<file path="src/rtl/pdmc_pkg.sv">
package pdmc_pkg;
  localparam logic [7:0] ADDR_TIMER_MODE = 8'h00;
  localparam logic [7:0] ADDR_STOP_CTRL  = 8'h04;
  localparam logic [7:0] ADDR_STANDBY    = 8'h08;
  localparam logic [7:0] ADDR_LOW_POWER  = 8'h0c;
  localparam logic [7:0] ADDR_STATUS     = 8'h10;
  localparam logic [7:0]  TIMER_MODE_RST = 8'h30;
  localparam logic [15:0] STOP_CTRL_RST  = 16'hffff;
  localparam logic [7:0]  STANDBY_RST    = 8'h00;
  localparam logic [7:0]  LOW_POWER_RST  = 8'h00;
  localparam logic [15:0] STOP_USED_MASK = 16'hfdf6;
  localparam logic [15:0] STOP_NORETAIN  = 16'h0506;
  localparam int TMR_OVF_POS    = 7;
  localparam int TMR_CLKSEL_POS = 3;
  localparam int SBY_SEL_POS    = 7;
  localparam int LP_DIRECT_TRANSFER_BIT_POS    = 7;
  localparam int LP_LOW_SPEED_ON_BIT_POS    = 6;
  localparam int SERVO_STOP_POS = 1;
  localparam logic [7:0] SBY_WMASK = 8'hf3;
  localparam logic [7:0] LP_WMASK  = 8'he3;
  localparam logic [6:0] DIV16_CNT = 7'h0f;
  localparam logic [6:0] DIV32_CNT = 7'h1f;
  localparam logic [6:0] DIV64_CNT = 7'h3f;
  typedef enum logic [2:0] {
    PDMC_HIGH   = 3'b000,
    PDMC_MEDIUM = 3'b001,
    PDMC_SLEEP  = 3'b010,
    PDMC_STBY   = 3'b011,
    PDMC_WATCH  = 3'b100,
    PDMC_SUBACT = 3'b101,
    PDMC_SUBSLP = 3'b110
  } pdmc_mode_e;
  typedef struct packed {
    logic nmi;
    logic ext_irq_line_0;
    logic ext_irq_line_1;
    logic other;
    logic masked;
  } pdmc_wake_s;
endpackage : pdmc_pkg

</file>
<file path="src/rtl/pdmc_top.sv">
// Local design decisions: register access over AHB-Lite and the register offsets.
`timescale 1ns/1ns
module pdmc_top (
  input  wire logic                mclk,
  input  wire logic                rst_b,
  input  wire logic                wdt_overflow,
  input  wire logic                hsel,
  input  wire logic [31:0]         haddr,
  input  wire logic [1:0]          htrans,
  input  wire logic                hwrite,
  input  wire logic [2:0]          hsize,
  input  wire logic [31:0]         hwdata,
  input  wire logic                hready,
  output logic      [31:0]         hrdata,
  output logic                     hreadyout,
  output logic                     hresp,
  input  wire logic                sleep_req,
  input  wire logic                bus_cycle_end,
  input  wire pdmc_pkg::pdmc_wake_s wake,
  input  wire logic                timer_ovf_event,
  input  wire logic [15:0]         periph_access,
  output logic      [15:0]         module_stop,
  output logic      [15:0]         module_state_clear,
  output logic      [15:0]         periph_access_ok,
  output logic                     timer_clk_sub,
  output logic                     cpu_clk_en,
  output logic                     cpu_halt,
  output logic                     main_osc_stop,
  output logic                     io_hiz,
  output logic                     servo_clk_stop,
  output logic                     wake_irq,
  output logic [2:0]               power_mode
);
  logic [7:0]  tmr_reg, tmr_next;
  logic [15:0] stop_reg, stop_next, stop_eff_reg;
  logic [7:0]  sby_reg, sby_next;
  logic [7:0]  lp_reg, lp_next;
  logic [1:0]  div_eff_reg;
  logic [6:0]  div_cnt_reg;
  pdmc_pkg::pdmc_mode_e mode_reg, mode_next, ret_reg;
  logic        ap_wr_reg;
  logic [7:0]  ap_addr_reg;
  logic        wake_reg;

  // address phase capture
  wire ap_valid = hsel & hready & htrans[1];
  wire wr_tmr  = ap_wr_reg & (ap_addr_reg == pdmc_pkg::ADDR_TIMER_MODE);
  wire wr_stop = ap_wr_reg & (ap_addr_reg == pdmc_pkg::ADDR_STOP_CTRL);
  wire wr_sby  = ap_wr_reg & (ap_addr_reg == pdmc_pkg::ADDR_STANDBY);
  wire wr_lp   = ap_wr_reg & (ap_addr_reg == pdmc_pkg::ADDR_LOW_POWER);
  // read decode on the address phase, data stands in the data phase
  wire sel_tmr  = haddr[7:0] == pdmc_pkg::ADDR_TIMER_MODE;
  wire sel_stop = haddr[7:0] == pdmc_pkg::ADDR_STOP_CTRL;
  wire sel_sby  = haddr[7:0] == pdmc_pkg::ADDR_STANDBY;
  wire sel_lp   = haddr[7:0] == pdmc_pkg::ADDR_LOW_POWER;
  wire sel_stat = haddr[7:0] == pdmc_pkg::ADDR_STATUS;

  wire tmr_clksel = tmr_reg[pdmc_pkg::TMR_CLKSEL_POS];
  wire sby_sel    = sby_reg[pdmc_pkg::SBY_SEL_POS];
  wire low_speed_on_bit       = lp_reg[pdmc_pkg::LP_LOW_SPEED_ON_BIT_POS];
  wire direct_transfer_bit       = lp_reg[pdmc_pkg::LP_DIRECT_TRANSFER_BIT_POS];
  wire [1:0] div_sel = sby_reg[1:0];

  // overflow flag: hardware set wins over a written zero
  wire ovf_clr = wr_tmr & ~hwdata[pdmc_pkg::TMR_OVF_POS];
  wire ovf_next = timer_ovf_event |
                  (tmr_reg[pdmc_pkg::TMR_OVF_POS] & ~ovf_clr);
  always_comb begin
    tmr_next = tmr_reg;
    if (wr_tmr) begin
      tmr_next[6:0] = hwdata[6:0];
    end
    tmr_next[pdmc_pkg::TMR_OVF_POS] = ovf_next;
  end

  assign stop_next = wr_stop ?
    (hwdata[15:0] | ~pdmc_pkg::STOP_USED_MASK) : stop_reg;
  assign sby_next = wr_sby ? (hwdata[7:0] & pdmc_pkg::SBY_WMASK) : sby_reg;
  assign lp_next  = wr_lp  ? (hwdata[7:0] & pdmc_pkg::LP_WMASK)  : lp_reg;

  // wake qualification
  wire any_wake  = wake.nmi | ((wake.ext_irq_line_0 | wake.ext_irq_line_1 | wake.other) &
                   ~wake.masked);
  wire sby_wake  = wake.nmi | ((wake.ext_irq_line_0 | wake.ext_irq_line_1) &
                   ~wake.masked);

  // sleep request decode
  always_comb begin
    mode_next = mode_reg;
    case (mode_reg)
      pdmc_pkg::PDMC_HIGH, pdmc_pkg::PDMC_MEDIUM: begin
        if (sleep_req) begin
          if (!sby_sel && !low_speed_on_bit) begin
            mode_next = pdmc_pkg::PDMC_SLEEP;
          end else if (sby_sel && !low_speed_on_bit && !tmr_clksel) begin
            mode_next = pdmc_pkg::PDMC_STBY;
          end else if (tmr_clksel && sby_sel && !direct_transfer_bit) begin
            mode_next = pdmc_pkg::PDMC_WATCH;
          end else if (tmr_clksel && sby_sel && direct_transfer_bit) begin
            mode_next = pdmc_pkg::PDMC_SUBACT;
          end else begin
            mode_next = pdmc_pkg::PDMC_SLEEP;
          end
        end else if (bus_cycle_end) begin
          mode_next = (div_sel != 2'b00) ? pdmc_pkg::PDMC_MEDIUM :
                      pdmc_pkg::PDMC_HIGH;
        end
      end
      pdmc_pkg::PDMC_SUBACT: begin
        if (sleep_req && tmr_clksel) begin
          if (!sby_sel && low_speed_on_bit) begin
            mode_next = pdmc_pkg::PDMC_SUBSLP;
          end else if (sby_sel && !direct_transfer_bit) begin
            mode_next = pdmc_pkg::PDMC_WATCH;
          end else if (sby_sel && direct_transfer_bit && !low_speed_on_bit) begin
            mode_next = pdmc_pkg::PDMC_HIGH;
          end else begin
            mode_next = pdmc_pkg::PDMC_SUBSLP;
          end
        end
      end
      pdmc_pkg::PDMC_SLEEP: begin
        if (any_wake) begin
          mode_next = ret_reg;
        end
      end
      pdmc_pkg::PDMC_STBY: begin
        if (sby_wake) begin
          mode_next = ret_reg;
        end
      end
      pdmc_pkg::PDMC_WATCH: begin
        if (sby_wake) begin
          mode_next = low_speed_on_bit ? pdmc_pkg::PDMC_SUBACT : ret_reg;
        end
      end
      pdmc_pkg::PDMC_SUBSLP: begin
        if (any_wake) begin
          mode_next = pdmc_pkg::PDMC_SUBACT;
        end
      end
      default: mode_next = pdmc_pkg::PDMC_HIGH;
    endcase
  end

  wire enter_low = sleep_req & ((mode_reg == pdmc_pkg::PDMC_HIGH) |
                   (mode_reg == pdmc_pkg::PDMC_MEDIUM));
  wire rst_all = ~rst_b | wdt_overflow;

  // cpu clock divider
  wire [6:0] div_top = (div_eff_reg == 2'b01) ? pdmc_pkg::DIV16_CNT :
                       (div_eff_reg == 2'b10) ? pdmc_pkg::DIV32_CNT :
                       pdmc_pkg::DIV64_CNT;
  wire div_wrap = div_cnt_reg == div_top;

  always_ff @(posedge mclk) begin
    if (rst_all) begin
      tmr_reg      <= pdmc_pkg::TIMER_MODE_RST;
      stop_reg     <= pdmc_pkg::STOP_CTRL_RST;
      stop_eff_reg <= pdmc_pkg::STOP_CTRL_RST;
      sby_reg      <= pdmc_pkg::STANDBY_RST;
      lp_reg       <= pdmc_pkg::LOW_POWER_RST;
      div_eff_reg  <= 2'b00;
      div_cnt_reg  <= 7'h00;
      mode_reg     <= pdmc_pkg::PDMC_HIGH;
      ret_reg      <= pdmc_pkg::PDMC_HIGH;
      ap_wr_reg    <= 1'b0;
      ap_addr_reg  <= 8'h00;
      wake_reg     <= 1'b0;
    end else begin
      tmr_reg     <= tmr_next;
      stop_reg    <= stop_next;
      sby_reg     <= sby_next;
      lp_reg      <= lp_next;
      mode_reg    <= mode_next;
      ap_wr_reg   <= ap_valid & hwrite;
      ap_addr_reg <= ap_valid ? haddr[7:0] : ap_addr_reg;
      wake_reg    <= (mode_reg != mode_next) &
                     ((mode_reg == pdmc_pkg::PDMC_SLEEP) |
                      (mode_reg == pdmc_pkg::PDMC_STBY) |
                      (mode_reg == pdmc_pkg::PDMC_WATCH) |
                      (mode_reg == pdmc_pkg::PDMC_SUBSLP));
      if (enter_low) begin
        ret_reg <= mode_reg;
      end
      if (bus_cycle_end) begin
        stop_eff_reg <= stop_reg;
      end
      if (bus_cycle_end && mode_next != pdmc_pkg::PDMC_SLEEP &&
          mode_next != pdmc_pkg::PDMC_STBY) begin
        div_eff_reg <= div_sel;
      end
      div_cnt_reg <= (div_wrap || div_eff_reg == 2'b00) ? 7'h00 :
                     div_cnt_reg + 7'h01;
    end
  end

  // read mux of next values, so a write in its data phase is seen
  wire [31:0] rd_mux =
    sel_tmr  ? {24'h0, tmr_next} :
    sel_stop ? {16'h0, stop_next} :
    sel_sby  ? {24'h0, sby_next} :
    sel_lp   ? {24'h0, lp_next} :
    sel_stat ? {26'h0, div_eff_reg, 1'b0, mode_reg} : 32'h0;

  always_ff @(posedge mclk) begin
    if (!rst_b) begin
      hrdata <= 32'h0;
    end else if (ap_valid & ~hwrite) begin
      hrdata <= rd_mux;
    end
  end

  assign hreadyout = 1'b1;
  assign hresp     = 1'b0;

  wire deep = (mode_reg == pdmc_pkg::PDMC_STBY) |
              (mode_reg == pdmc_pkg::PDMC_WATCH);
  wire low_clk = deep | (mode_reg == pdmc_pkg::PDMC_SUBACT) |
                 (mode_reg == pdmc_pkg::PDMC_SUBSLP);
  assign module_stop = stop_eff_reg |
    (low_clk ? 16'h7fff : 16'h0000);
  assign module_state_clear = stop_eff_reg &
    pdmc_pkg::STOP_NORETAIN;
  assign periph_access_ok = periph_access & ~module_stop;
  assign timer_clk_sub = tmr_clksel;
  assign cpu_clk_en = (mode_reg == pdmc_pkg::PDMC_HIGH) |
    ((mode_reg == pdmc_pkg::PDMC_MEDIUM) &
     ((div_eff_reg == 2'b00) | div_wrap));
  assign cpu_halt = (mode_reg != pdmc_pkg::PDMC_HIGH) &
    (mode_reg != pdmc_pkg::PDMC_MEDIUM) &
    (mode_reg != pdmc_pkg::PDMC_SUBACT);
  assign main_osc_stop = deep;
  assign io_hiz = deep;
  assign servo_clk_stop = (mode_reg == pdmc_pkg::PDMC_SLEEP) |
    stop_eff_reg[pdmc_pkg::SERVO_STOP_POS];
  assign wake_irq = wake_reg;
  assign power_mode = mode_reg;
endmodule : pdmc_top

</file>
<file path="config.mk">
export PLATFORM = sky130hd
export DESIGN_NAME = pdmc_top
export DESIGN_NICKNAME = d
export VERILOG_FILES = /design/src/rtl/pdmc_pkg.sv /design/src/rtl/pdmc_top.sv
export SDC_FILE = /design/constraint.sdc
export NUM_CORES = 1
export LEC_CHECK = 0
export ABC_AREA = 1
export ABC_CLOCK_PERIOD_IN_PS = 2800
export BUFFER_PORTS_ARGS = -buffer_cell sky130_fd_sc_hd__buf_2
export CELL_PAD_IN_SITES_DETAIL_PLACEMENT = 2
export CELL_PAD_IN_SITES_GLOBAL_PLACEMENT = 2
export CORE_AREA = 5 5 164 126
export CTS_CLUSTER_SIZE = 30
export DETAILED_ROUTE_END_ITERATION = 10
export DIE_AREA = 0 0 169 131
export GPL_ROUTABILITY_DRIVEN = 1
export PLACE_DENSITY_LB_ADDON = 0.1
export SLEW_MARGIN = 25
export SYNTH_ARGS = -nofsm -noshare
export SYNTH_HDL_FRONTEND = slang
export SYNTH_SLANG_ARGS = --single-unit
export TNS_END_PERCENT = 30
</file>
<file path="constraint.sdc">
create_clock -name mclk -period 2.8 [get_ports mclk]
set_input_delay 0.14 -clock mclk [delete_from_list [all_inputs] [get_ports mclk]]
set_output_delay 0.14 -clock mclk [all_outputs]
set_load 0.02 [all_outputs]
</file>
==> results.toml, run 1 <==
[setup_path]
crit_path_start_kind = "register"
arrival_ps = 2300
worst-path-max-fanout = 14
crit_path_end_kind = "output port"
r2r_cells = 10
cpPeakStageDelay_ps = 670
slowest_stage = "dfxtp_1"
path_cells = "inv_2 -> nand3_1 -> nand2_2 -> nor3_2 -> inv_2 -> or2_1 -> nor2_1 -> buf_2"
criticalPathCategory = "register to output port"
worst_path_most_repeated_cell = "inv_2"
critical_path_required_ps = 2660

[sta]
slew_viol_final = 0
rsz0062_at_grt = "false"
worst_slew_pin_slew_ps = 727.8
setup_viol = 0
slew_headroom_pct = 51.43
max_freq_mhz = 409.9
hold_slack_ps = 11.48
min_period_over_period_pct = 87.12
hold_viol = 0
min_period_ps = 2439
fin_tns_setup_ps = 0
finalClockSkew_ps = 7.312

[clocking]
clock_latency_ps = 350
htreeDepth = 3
ctsResizeCount = 0
cts_tree = "built"
clk_pin_slew_ps = 70
clockBufferDepth = 2
clock_sinks = 97
cts_made_buffers = 9
cts_root_buffer = "clkbuf_16"

[route]
antenna_left = 0
num_vias = 4842
drt_iter0_markers = 198
viasPerCell = 4.418
drc = 0
firstDrtPassIters = 4
wl_per_cell_um = 15.61
drt_wl_total_um = 17110

[synthesis]
synthArstFlopShare_pct = 0
ys_warn_count = 0
ys_types = 34
synth_area_leader_cell = "dfxtp_1"
netlist_area_um2 = 4999
yosys.area.top_type_share_pct = 38.85
synth_seq_cells = 97
syn_inst = 735
synth_area_leaders = "dfxtp_1 39%, nand2_1 14%, nor2_1 6.3%, inv_1 6.2%, buf_4 6.0%"
synth-main-ff-cell = "dfxtp_1"
syn_avg_cell_area_um2 = 6.801
synth-edff-count = 0
yosysSeqAreaShare_pct = 38.85

[layout]
stdcell_area_um2 = 5967
drive_above_1_share_pct = 23.25
finalNetCount = 940
final_cell_mix = "190 x nand2_1, 115 x buf_2, 97 x dfxtp_1"
final_common_cell = "nand2_1"
num_antenna_cells = 0
area_growth_pct = 19.37

[run_status]
status = "finished, final reports clean"

[placement]
dp_hpwl_um = 13770
portBuffers = 115
place_congestion = 0.7890
place_area_um2 = 5652

[run]
cap_violations = 0

[die]
die_area_um2 = 22140
ioPinCount = 191
die_y_um = 131
core-area_um2 = 18990
die_x_um = 169
initial_utilization_pct = 26.32
num_rows = 44

[global_route]
grt_pass1_wl_um = 27170
grt_pass1_vias = 5161
antenna_found_initial = 0
grt_max_degree = 41
track_usage_pct = 15.43
grt.overflow.total = 0

[power_and_ir_drop]
peakVddDrop_mv = 0.2473
powerDensity_nw_per_um2 = 501.1
power_leakage_nw = 2.835

[hold_path]
whs_path_depth = 3
hold_class = "input pin to register"
-- per-layer routing --
layer / wire length (um) / GRT usage, % / share of wire (%) / up-vias
met5: 0 / 0 / 0 / -
met4: 103 / 2.366 / 0.60 / 0
met3: 784 / 3.639 / 4.6 / 8
met2: 7618 / 24.95 / 45 / 100
met1: 8602 / 21.54 / 50 / 2308
li1: - / - / - / 2426
-- critical path: cells and delay by family (launching register included) --
family	cells	cell delay [ps]
simple gates	5	840
flops	1	670
buf+inv	3	440
-- cells by family after synthesis --
logic type / synth area share (%)
AND/OR/NAND/NOR: 35.49
XOR/XNOR: 0.5258
buffers and inverters: 14.67
flip-flops: 38.85
other: 0.1502
AO/OA/AOI/OAI: 9.562
adder cells (fa/ha/maj): 0.7510
-- metrics by stage --
step                util [%]  setup WS [ps]  total power [mW]  cells
floorplan                  -          890.1             1.657    763
global placement       29.76          750.7             1.724   1079
detailed placement     29.76          700.3             1.736   1079
CTS                    31.42          308.4             3.054   1096
global route           31.42          154.0             3.131   1096
finish                 31.42          360.6             2.990   1096
-- layout make-up --
cell class / instances / area, um2
Fill cell: 2312 / 13030
Multi-Input combinational cell: 516 / 2431
Sequential cell: 97 / 1942
Timing Repair Buffer: 121 / 623.1
Inverter: 93 / 349.1
Tap cell: 253 / 316.6
Clock buffer: 10 / 239.0
Clock inverter: 6 / 66.31
-- worst paths after layout --
path | from | slack [ps] | to
max reg2reg | ap_addr_reg[5] | 740 | hrdata[2]
min | hwdata[15] | 10 | stop_reg[15]
max | power_mode[1] | 360 | periph_access_ok[4]
min reg2reg | lp_reg[2] | 450 | lp_reg[2]
-- Yosys cell counts (all sizes together) (4+ instances only) --
cell type,n
nand2,196
nor2,99
dfxtp,97
inv,93
nand3,58
buf,48
o21ai,40
a21oi,36
or2,24
nor3,11
clkbuf,9
o211ai,6
nand4,4
-- what timing repair did --
item                                   CTS  global route
hold buffers                             1             0
buffers inserted                         0             0
endpoints found under the hold margin    1             0
-- where the power goes --
| part | leakage (nW) | switching (mW) | total, mW | internal, mW |
|---|---|---|---|---|
| sequential | 0.785 | 0.0137 | 1.41 | 1.39 |
| combinational | 1.91 | 0.206 | 0.293 | 0.0861 |
| clock | 0.141 | 0.570 | 1.29 | 0.719 |
(Power assumes the default switching activity.)
==> inputs of run 2 (changes only) <==
Settings changed: ABC_AREA 1 to default, CORE_AREA 5 5 164 126 to 5 5 154 119, DIE_AREA 0 0 169 131 to 0 0 159 124.
==> run 2 against run 1 <==
Sequential cell count did not move. Global-route usage rose by 1.5 points. Via count fell by 11%. Sequential power barely moved. Power fell by 0.41%. First-iteration DRC count fell by 28%. Highest routed layer unchanged.
==> results.toml, run 2 <==
[global_route]
antenna_found_initial = 0
grt_pass1_vias = 4700
grt_max_degree = 37
grt.overflow.total = 0
grt_pass1_wl_um = 26240
track_usage_pct = 16.92

[route]
antenna_left = 0
met2WireLength_um = 7664
m1WireLength_um = 8094
drt_wl_total_um = 16570
drc = 0
wl_per_cell_um = 18.52
highest_layer = "met4"
drt_iter0_markers = 143
viasPerCell = 4.829
num_vias = 4322
firstDrtPassIters = 4
wl_met3_um = 675

[layout]
final_common_cell = "buf_2"
num_antenna_cells = 0
area_growth_pct = 22.07
multi_input_comb_area_um2 = 2472
num-fill-cells = 1968
drive_above_1_share_pct = 23.97
regArea_um2 = 1942
final_cell_mix = "115 x buf_2, 97 x dfxtp_1, 77 x nand2_1"
finalNetCount = 777
fin_util_pct = 34.96

[clocking]
clock_sinks = 97
cts_tree = "built"
ctsResizeCount = 0
clock_latency_ps = 360
cts_root_buffer = "clkbuf_16"
clockBufferDepth = 2
cts_made_buffers = 9
clk_pin_slew_ps = 70
postCtsHoldBufs = 0
htreeDepth = 3
post_cts_buffers = 0

[power_and_ir_drop]
peakVddDrop_mv = 0.2831
seqPwrFrac_pct = 46.8
swShare_pct = 24.49
p_comb_share_pct = 7.5
p_int_mw = 2.248
power_leakage_nw = 2.515
power_switching_uw = 729.4
clkPwrFrac_pct = 45.7
powerDensity_nw_per_um2 = 514.0

[synthesis]
synth.most_common_cell = "dfxtp_1"
synth_seq_cells = 97
ys_warn_count = 0
synth_area_leader_cell = "dfxtp_1"
synth-edff-count = 0
yosysSeqAreaShare_pct = 40.92
synthArstFlopShare_pct = 0
syn_avg_cell_area_um2 = 8.385
ys_types = 55
yosys.area.top_type_share_pct = 40.92
netlist_area_um2 = 4746
synth_common_cells = "97 x dfxtp_1, 77 x nand2_1, 62 x nor2_1"
synth_area_leaders = "dfxtp_1 41%, mux2i_1 10%, nand2_1 6.1%, buf_4 5.9%, nor2_1 4.9%"
syn_inst = 566
synth-main-ff-cell = "dfxtp_1"

[sta]
slew_headroom_pct = 45.65
min_period_over_period_pct = 87.84
min_period_ps = 2460
max_freq_mhz = 406.6
rsz0062_at_grt = "false"
fin_tns_setup_ps = 0
finalClockSkew_ps = 10.39
worst_slew_pin_slew_ps = 815.2
slew_viol_final = 0
setup_viol = 0
hold_viol = 0

[setup_path]
worst-path-max-fanout = 13
path_delay_family = "simple AND/OR/NAND/NOR gates"
crit_path_start_kind = "register"
slowest_stage = "or4b_4"
path_cells = "or4b_4 -> nor4_2 -> buf_12 -> buf_4 -> mux2i_1 -> o21ai_0 -> and2_1"
crit_path_end_kind = "register"
critical_path_required_ps = 3050
cpPeakStageDelay_ps = 580
arrival_ps = 2710
criticalPathCategory = "register to register"
cp.buffers_inverters = 2

[placement]
dp_hpwl_um = 12680
portBuffers = 115
place_congestion = 0.7465

[hold_path]
hold_class = "input pin to register"

[die]
core-area_um2 = 16570
die_y_um = 124
initial_utilization_pct = 28.64
num_rows = 41
die_area_um2 = 19720
die_x_um = 159
ioPinCount = 191

[run]
cap_violations = 0

[run_status]
status = "finished, final reports clean"
-- run 2: power by group through the flow --
stage	registers (mW)	logic (mW)	clock network [mW]
6_report	1.39	0.225	1.36
5_1_grt	1.39	0.247	1.47
4_1_cts	1.39	0.226	1.41
3_5_place_dp	1.43	0.224	0
3_3_place_gp	1.43	0.218	0
2_1_floorplan	1.43	0.159	0
-- run 2: final timing paths --
path / from / endpoint / slack [ps] / cells after the start
min: hwdata[15] / stop_reg[15] / 40 / 3
max reg2reg: ap_addr_reg[4] / hrdata[8] / 340 / 7
min reg2reg: div_cnt_reg[0] / div_cnt_reg[0] / 450 / 1
max: ap_addr_reg[4] / hrdata[8] / 340 / 7
-- run 2: cell families after synthesis --
logic type | Yosys count | synth area share [%]
AO/OA/AOI/OAI | 83 | 11.31
XOR/XNOR | 9 | 1.661
adder cells (fa/ha/maj) | 3 | 0.7910
buffers and inverters | 82 | 9.438
flip-flops | 97 | 40.92
multiplexers | 51 | 10.91
other | 2 | 0.1582
AND/OR/NAND/NOR | 239 | 24.81
-- run 2: worst register-to-register path: cells and delay by family (launching register included) --
family	cells	cell delay [ps]
simple gates	3	1110
flops	1	330
mux	1	420
buf+inv	2	370
compound gates	1	130
-- run 2: cell type report --
type                       count  area share, %
clock buffer                  13          4.838
clock inverter                 3         0.7991
inverter                      22          1.425
multi-input combinational    415          42.68
sequential                    97          33.52
tap                          215          4.644
timing repair buffer         130          12.10
-- run 2: metrics by stage --
step | setup WS (ps) | power (mW) | area (um2) | std cells | hold WS, ps
finish | 340.4 | 2.978 | 5793 | 895 | 36.40
floorplan | 526.1 | 1.585 | 4851 | 594 | 261.7
CTS | 353.5 | 3.025 | 5793 | 895 | 23.12
global placement | 432.6 | 1.643 | 5466 | 879 | 395.0
global route | 136.3 | 3.107 | 5793 | 895 | 39.09
detailed placement | 384.5 | 1.650 | 5466 | 879 | 401.3
-- run 2: routing by layer --
layer  vias up  track usage [%]
li1       2080                -
met1      2141            22.35
met2        88            27.87
met3        13            4.896
met4         0            3.410
met5         -                0
==> inputs of run 3 (changes only) <==
Settings changed: ABC_CLOCK_PERIOD_IN_PS 2800 to 3050.
Clock period 2.8 ns to 3.05 ns, I/O delays scaled along.
==> run 3 against run 2 <==
Sequential share of layout area about the same. Global-route usage decreased by 0.44 points. Sequential cell count unchanged. Non-clock buffer count is 4 lower. Wire length fell by 2.0%. Clock skew shrank 2.3 ps. Core utilization about the same. Die area is the same. Combinational power shrank 8%. Count of clock-buffer cells in the layout is 4 lower. Largest cell class unchanged. Highest routed layer unchanged.
==> results.toml, run 3 (synthesized netlist as in run 2, its figures left out) <==
[route]
drt_wl_total_um = 16240
wl_per_cell_um = 18.23
drc = 0
num_vias = 4264
antenna_left = 0
drt_iter0_markers = 150
viasPerCell = 4.786
firstDrtPassIters = 4

[power_and_ir_drop]
peakVddDrop_mv = 0.2806
power_switching_uw = 682.1
clkPwrFrac_pct = 47.5
p_int_mw = 2.147
seqPwrFrac_pct = 45.2
power_leakage_nw = 2.501
swShare_pct = 24.11
p_comb_share_pct = 7.3
powerDensity_nw_per_um2 = 488.8
finalPower_mw = 2.829

[sta]
rsz0062_at_grt = "false"
worst_slew_pin_slew_ps = 862.4
slew_viol_final = 0
slew_headroom_pct = 42.51
fin_tns_setup_ps = 0
setup_viol = 0
finalClockSkew_ps = 8.118
hold_slack_ps = 49.76
min_period_over_period_pct = 78.52
max_freq_mhz = 417.6
hold_viol = 0
min_period_ps = 2395

[clocking]
postCtsHoldBufs = 0
cts_root_buffer = "clkbuf_16"
clockBufferDepth = 2
cts_made_buffers = 9
clock_sinks = 97
ctsResizeCount = 0
cts_tree = "built"
htreeDepth = 3
clock_latency_ps = 350
clk_pin_slew_ps = 70
post_cts_buffers = 0

[die]
die_y_um = 124
ioPinCount = 191
num_rows = 41
initial_utilization_pct = 28.64
die_x_um = 159
core-area_um2 = 16570
die_area_um2 = 19720

[global_route]
antenna_found_initial = 0
track_usage_pct = 16.48
grt_max_degree = 37
grt_pass1_vias = 4637
grt.overflow.total = 0
grt_pass1_wl_um = 25860

[hold_path]
hold_class = "input pin to register"

[setup_path]
arrival_ps = 2630
path_cells = "nor4b_1 -> nand4_1 -> buf_4 -> mux2i_1 -> o22ai_1 -> nor3_1 -> nor2_1"
crit_path_end_kind = "register"
crit_path_start_kind = "register"
cpPeakStageDelay_ps = 500
critical_path_required_ps = 3280
criticalPathCategory = "register to register"
slowest_stage = "nor4b_1"
worst-path-max-fanout = 6

[run_status]
status = "finished, final reports clean"

[layout]
num_antenna_cells = 0
area_growth_pct = 21.94
fin_util_pct = 34.92
final_common_cell = "buf_2"
finalNetCount = 773
final_cell_mix = "115 x buf_2, 97 x dfxtp_1, 77 x nand2_1"
num-fill-cells = 1882
drive_above_1_share_pct = 23.52

[placement]
place_congestion = 0.7511
dp_hpwl_um = 12490
portBuffers = 115

[run]
cap_violations = 0
-- run 3: cell count changes in the layout (fill, tap and decap cells not counted) --
| cell | delta |
|---|---|
| inv_8 | +1 |
| buf_4 | -4 |
| clkbuf_8 | -4 |
| clkinv_4 | -1 |
| inv_6 | +1 |
| bufinv_16 | +2 |
| clkinvlp_4 | +1 |
-- run 3: metrics by stage --
stage | setup slack [ps] | instance area [um2] | cells
floorplan | 763.6 | 4851 | 594
global placement | 674.9 | 5436 | 875
detailed placement | 671.1 | 5436 | 875
CTS | 603.7 | 5787 | 891
global route | 453.3 | 5787 | 891
finish | 655.2 | 5787 | 891
-- run 3: path summary, 6_finish.rpt --
check	from	cells past startpoint	end	slack, ps
hold reg to reg	div_cnt_reg[0]	1	div_cnt_reg[0]	460
hold / removal	hwdata[15]	3	stop_reg[15]	50
setup reg to reg	ap_addr_reg[4]	7	hrdata[7]	660
setup / recovery	ap_addr_reg[4]	7	hrdata[7]	660
-- run 3: routing by layer --
metal  global-route usage (%)  routed length (um)  vias to the layer above
li1                         -                   -                     2072
met1                    22.28                8044                     2082
met2                    27.24                7339                      100
met3                    3.903                 735                       10
met4                    3.197                 123                        0
met5                        0                   0                        -
-- run 3: power by group through the flow --
stage	logic (mW)	clock network, mW	registers, mW
finish	0.206	1.34	1.28
global route	0.227	1.44	1.28
CTS	0.208	1.39	1.28
detailed placement	0.206	0	1.31
global placement	0.200	0	1.31
floorplan	0.146	0	1.31
-- run 3: layout make-up --
type	instances	area, um2	share of cell area (%)
clock buffers	9	225.2	3.892
inverters	22	82.58	1.427
flip-flops and latches	97	1942	33.56
clock inverters	7	125.1	2.162
multi-input cells	415	2472	42.72
repair buffers	126	670.6	11.59
well taps	215	269.0	4.649
-- run 3: worst max-delay path: cells and delay by family (launching register included) --
family,cells,cell delay [ps]
mux,1,210
compound gates,1,100
buf+inv,1,320
flops,1,330
simple gates,4,1310
